File: src/hw/rpm_pkg.sv
// Package for the receive modulation control register bank
package rpm_pkg;
   // ---------------------------------------------------------------
   // Register layout
   // ---------------------------------------------------------------
   localparam logic [7:0] RPM_RESET_VALUE    = 8'h00;
   localparam logic [7:0] RPM_WRITE_MASK     = 8'h7f;
   localparam int         RPM_BIT_RESERVED   = 7;
   localparam int         RPM_BIT_BAND       = 6;
   localparam int         RPM_BIT_UNLOCK     = 5;
   localparam int         RPM_BIT_DESCR      = 4;
   localparam int         RPM_BIT_EQ_UPPER   = 3;
   localparam int         RPM_BIT_EQ_LOWER   = 2;
   localparam int         RPM_BIT_RX_ENABLE  = 1;
   // ---------------------------------------------------------------
   // Descrambler constants
   // ---------------------------------------------------------------
   localparam logic [6:0] RPM_ONES_RUN       = 7'h40;
   localparam int         RPM_SCR_LEN        = 17;
   localparam int         RPM_TAP_A          = 13;
   localparam int         RPM_TAP_B          = 16;

   typedef enum logic [1:0] {
      RPM_EQ_NONE,
      RPM_EQ_LOW,
      RPM_EQ_MEDIUM,
      RPM_EQ_HIGH
   } rpm_eq_type;

   typedef enum logic {
      RPM_BAND_400_620,
      RPM_BAND_300_620
   } rpm_band_type;

   typedef struct packed {
      rpm_band_type band;
      logic         unlock;
      logic         descr_on;
      rpm_eq_type   eq_level;
      logic         rx_enable;
   } rpm_ctrl_type;

   typedef struct packed {
      logic call_progress;
      logic carrier;
      logic answer_tone;
      logic unscrambled_mark;
   } rpm_detect_type;

   typedef struct packed {
      logic [7:0]             ctrl;
      logic [RPM_SCR_LEN-1:0] shift;
      logic [6:0]             ones_run;
      logic                   invert_next;
      logic                   data_out;
      logic                   data_valid;
      rpm_detect_type         detect;
   } rpm_state_type;
endpackage

File: src/hw/rpm_rx_mode_control.sv
// Receive modulation control register with descrambler and detector gating
//
// Behaviour
// Software writes zero to reserved bit 7.
// Band select one gives 300-620 Hz detector band, zero gives 400-620 Hz.
// Unlock and descrambler enable set: after 64 consecutive input ones, invert next descrambler output.
// Unlock clear: no ones-run detection and no inversion.
// Software keeps unlock cleared until handshaking has finished.
// Descrambler enable set routes received data through the descrambler.
// Descrambler enable clear passes received data unmodified.
// Bits 3:2 select receive equaliser level: none, low, medium, high.
// All detect outputs, tone and unscrambled mark, operate only while receive enable set.
`timescale 1ns/1ps
module rpm_rx_mode_control (
   input  wire logic                   clk,
   input  wire logic                   reset_n,
   input  wire logic                   reg_write,
   input  wire logic [7:0]             reg_wdata,
   output      logic [7:0]             reg_rdata,
   input  wire logic                   rx_bit_valid,
   input  wire logic                   rx_bit,
   input  wire rpm_pkg::rpm_detect_type raw_detect,
   output      logic                   data_out,
   output      logic                   data_valid,
   output      rpm_pkg::rpm_detect_type detect_out,
   output      rpm_pkg::rpm_ctrl_type   ctrl_out
);
   import rpm_pkg::*;

   rpm_state_type s_q;
   rpm_state_type s_d;
   logic          scr_bit;
   logic          unlock;
   logic          descr_on;

   // ---------------------------------------------------------------
   // Next state
   // ---------------------------------------------------------------
   always_comb begin
      s_d      = s_q;
      unlock   = s_q.ctrl[RPM_BIT_UNLOCK];
      descr_on = s_q.ctrl[RPM_BIT_DESCR];
      scr_bit  = rx_bit ^ s_q.shift[RPM_TAP_A] ^ s_q.shift[RPM_TAP_B];
      // Reserved bit held zero
      if (reg_write) begin
         s_d.ctrl = reg_wdata & RPM_WRITE_MASK;
      end
      s_d.data_valid = rx_bit_valid;
      if (rx_bit_valid) begin
         s_d.shift = {s_q.shift[RPM_SCR_LEN-2:0], rx_bit};
         if (descr_on) begin
            // Descrambled path
            s_d.data_out = scr_bit ^ (unlock & s_q.invert_next);
         end else begin
            // Bypass unmodified
            s_d.data_out = rx_bit;
         end
         if (descr_on && s_q.invert_next) begin
            s_d.invert_next = 1'b0;
         end
         // Ones run detection
         if (unlock && descr_on) begin
            if (!rx_bit) begin
               s_d.ones_run = '0;
            end else if (s_q.ones_run == RPM_ONES_RUN - 7'h01) begin
               s_d.ones_run    = '0;
               s_d.invert_next = 1'b1;
            end else begin
               s_d.ones_run = s_q.ones_run + 7'h01;
            end
         end
      end
      // Detection disabled
      if (!unlock) begin
         s_d.ones_run    = '0;
         s_d.invert_next = 1'b0;
      end
      // Detector gating
      if (s_q.ctrl[RPM_BIT_RX_ENABLE]) begin
         s_d.detect = raw_detect;
      end else begin
         s_d.detect = '0;
      end
   end

   // ---------------------------------------------------------------
   // State register
   // ---------------------------------------------------------------
   always_ff @(posedge clk) begin
      if (!reset_n) begin
         s_q      <= '0;
         s_q.ctrl <= RPM_RESET_VALUE;
      end else begin
         s_q <= s_d;
      end
   end

   // ---------------------------------------------------------------
   // Outputs from state
   // ---------------------------------------------------------------
   assign reg_rdata  = s_q.ctrl;
   assign data_out   = s_q.data_out;
   assign data_valid = s_q.data_valid;
   assign detect_out = s_q.detect;
   // Band select to detector
   assign ctrl_out.band      = rpm_band_type'(s_q.ctrl[RPM_BIT_BAND]);
   assign ctrl_out.unlock    = s_q.ctrl[RPM_BIT_UNLOCK];
   assign ctrl_out.descr_on  = s_q.ctrl[RPM_BIT_DESCR];
   // Equaliser level field
   assign ctrl_out.eq_level  = rpm_eq_type'({s_q.ctrl[RPM_BIT_EQ_UPPER],
                                             s_q.ctrl[RPM_BIT_EQ_LOWER]});
   assign ctrl_out.rx_enable = s_q.ctrl[RPM_BIT_RX_ENABLE];
endmodule

File: config.mk
export PLATFORM = sky130hd
export DESIGN_NAME = rpm_rx_mode_control
export DESIGN_NICKNAME = d
export VERILOG_FILES = /design/src/hw/rpm_pkg.sv /design/src/hw/rpm_rx_mode_control.sv
export SDC_FILE = /design/constraint.sdc
export NUM_CORES = 1
export LEC_CHECK = 0
export BUFFER_PORTS_ARGS = -buffer_cell sky130_fd_sc_hd__buf_4
export CELL_PAD_IN_SITES_DETAIL_PLACEMENT = 0
export CELL_PAD_IN_SITES_GLOBAL_PLACEMENT = 1
export CORE_MARGIN = 2
export CORE_UTILIZATION = 40
export CTS_CLUSTER_DIAMETER = 80
export DETAILED_ROUTE_END_ITERATION = 8
export PLACE_DENSITY_LB_ADDON = 0.3
export RECOVER_POWER = 25
export SETUP_SLACK_MARGIN = 0.15
export SLEW_MARGIN = 15
export SYNTH_ARGS = -nofsm -noshare
export SYNTH_HDL_FRONTEND = slang
export SYNTH_SLANG_ARGS = --single-unit
File: constraint.sdc
create_clock -name clk -period 1.4 [get_ports clk]
set_input_delay 0.07 -clock clk [delete_from_list [all_inputs] [get_ports clk]]
set_output_delay 0.07 -clock clk [all_outputs]
set_load 0.05 [all_outputs]
==> impl_metrics.py <==
metrics = {
    "run_status": {
        "status": "complete, no violations",
    },
    "floorplan": {
        "core_mm2": 0.00397,
        "dieArea_mm2": 0.00461,
        "rows": 23,
        "ios": 37,
        "start_util_pct": 41.1,
        "dieHeight_um": 67.9,
        "die_w_um": 67.9,
    },
    "timing": {
        "max_freq_ghz": 0.805,
        "min_period_ps": 1240,
        "worst_slew_margin_rel_pct": 60.3,
        "tightestPinTransition_ps": 595,
        "grt_setup_unrepaired": "yes",
        "finalMaxSlewViolations": 0,
        "finalHoldViolCount": 0,
        "clock_skew_ps": 6.24,
        "tns_ps": 0,
        "fin_hold_ws_ps": 21.6,
        "setup_viol": 0,
        "finalCritPeriodShare_pct": 88.7,
    },
    "cts": {
        "root_buffer": "clkbuf_8",
        "htree_levels": 2,
        "numCtsBuffers": 5,
        "post_cts_buffers": 0,
        "hold_buffers": 0,
        "clk_pin_slew_ps": 70,
        "clockBufferDepth": 2,
        "cts_tree": "done",
        "cts_num_sinks": 38,
        "clock_latency_ps": 280,
    },
    "logic_synthesis": {
        "synth.net_count": 183,
        "syn_inst": 165,
        "ys_warn_count": 0,
        "synth_top_area_cell": "dfxtp_1",
        "syn-cell-area_mm2": 0.00163,
        "netlist.area_leader.share_pct": 46.6,
        "synth.avg_cell_area_um2": 9.90,
        "ys_async_sr_fraction_pct": 0,
        "synth_most_common_cell": "dfxtp_1",
        "synth_area_leaders": "dfxtp_1 47%, mux2i_1 15%, nor2b_1 9.6%",
        "synth_seq_area_share_pct": 46.6,
        "synth_ff_type": "dfxtp_1",
        "ys_types": 31,
        "synth_edf_count": 0,
        "ys_ff_latch": 38,
        "synthTopCellsByCount": "38 x dfxtp_1, 25 x nor2b_1, 24 x mux2i_1",
    },
    "worst_hold_path": {
        "min_path_type": "input pin to flop",
    },
    "worst_setup_path": {
        "cp-start-kind": "flop",
        "worstSetupEndpointType": "flop",
        "critPathKind": "flop to flop",
        "crit_path_max_fanout": 4,
        "worstPathRequired_ps": 1610,
        "crit_arrival_ps": 1460,
    },
    "detailed_routing": {
        "antenna_violating_nets_post_route": 0,
        "vias_per_cell": 4.94,
        "vias": 1160,
        "wl_mm": 3.01,
        "wl_per_cell_um": 12.8,
        "dr.pass1.iters": 4,
        "drt_iter0_markers": 55,
        "drc": 0,
    },
    "place": {
        "portBuffers": 34,
        "place.gp.congestion": 0.840,
        "dp.cells": 228,
        "dp.final_hpwl_mm": 2.10,
    },
    "layout": {
        "syn_to_final_growth_pct": 19.4,
        "drive_above_1_share_pct": 29.2,
        "stdcell_count": 235,
        "fin_util_pct": 49.1,
        "antenna_cells": 0,
        "finalNetCount": 203,
        "fillerInstances": 383,
    },
    "grt": {
        "grt_pass1_vias": 1079,
        "grt_max_degree": 35,
        "grt_usage_pct": 14.9,
        "grt_pass1_wl_mm": 4.98,
        "gr-total-overflow": 0,
        "antenna_found_initial": 0,
    },
    "pwr": {
        "powerDensity_mw_per_mm2": 1070,
        "power_leakage_nw": 0.800,
        "p_total_mw": 2.08,
        "peakVddDrop_mv": 0.646,
    },
    "run": {
        "cap_viol_max_count": 0,
    },
}
==> cell usage in the layout (no fill, tap or decap), types with 2 or more instances in the layout <==
cell type and count:
o21ai_0 3, nand3_1 4, buf_4 36, dfxtp_1 33, a31oi_1 2, mux2i_1 24
nand2_1 6, clkbuf_1 3, and2_1 2, a21oi_1 5, nor3_1 3, nor2_1 2
dfxtp_2 4, nor2b_1 25, clkbuf_8 5, nand3_4 2, and3_1 5
==> logic make-up after synthesis <==
group	after synthesis	synth area share [%]
muxes	24	14.7
and+or+nand+nor	58	20.6
AOI/OAI and AO/OA	16	5.90
adders and majority gates	1	0.766
buffers and inverters	25	10.1
DFF	38	46.6
xor gates and xnor gates	2	1.07
other	1	0.230
==> registers in the layout, summed over array words and instances (netlist names) <==
| signal | flops |
|---|---|
| s_q | 25 |
| data_valid | 1 |
| detect_out | 4 |
| data_out | 1 |
| reg_rdata | 7 |
==> area by class of cell <==
class / count / area [µm²] / share of cell area (%)
timing repair buffer: 38 / 279 / 14.3
tap: 50 / 62.6 / 3.21
sequential: 38 / 769 / 39.5
multi-input combinational: 102 / 762 / 39.1
clock buffer: 7 / 76.3 / 3.92
==> stage by stage <==
stage | area [µm²] | setup slack, ps
finish | 1950 | 158
global route | 1950 | 123
CTS | 1940 | 153
detailed placement | 1820 | 43.5
global placement | 1820 | 83.8
floorplan | 1640 | 163
==> what timing repair did <==
action	in CTS	in global routing
pin swaps	1	0
endpoints found under the setup margin	4	4
gates resized for setup	9	5
==> layer usage <==
layer  vias up  track usage, %  wire length (µm)
li1        581               -                 -
met1       540            16.8              1280
met2        35            24.5              1510
met3         4            5.59               191
met4         0            8.00                27
met5         -               0                 0
==> path summary, 6_finish.rpt <==
path                               startpoint       endpoint  slack [ps]  depth (start not counted)
worst max-delay path                   s_q[7]         s_q[7]         160                          5
worst max register to register         s_q[7]         s_q[7]         160                          5
worst min-delay path            raw_detect[0]  detect_out[0]          20                          2
worst min register to register        s_q[13]        s_q[13]         510                          2
==> where the power goes <==
group | switching (mW) | internal (mW) | total [mW]
Combinational | 0.180 | 0.107 | 0.287
Sequential | 0.0140 | 1.10 | 1.12
Clock | 0.338 | 0.342 | 0.680
Total | 0.532 | 1.55 | 2.08
==> critical path, stage by stage (launching register included) <==
cell,delay [ps]
dfxtp_2,350
ha_4,180
nand3_4,100
nor3_4,50
or3_1,360
a21oi_2,130
Note: power is estimated with default switching activity, not from simulation.
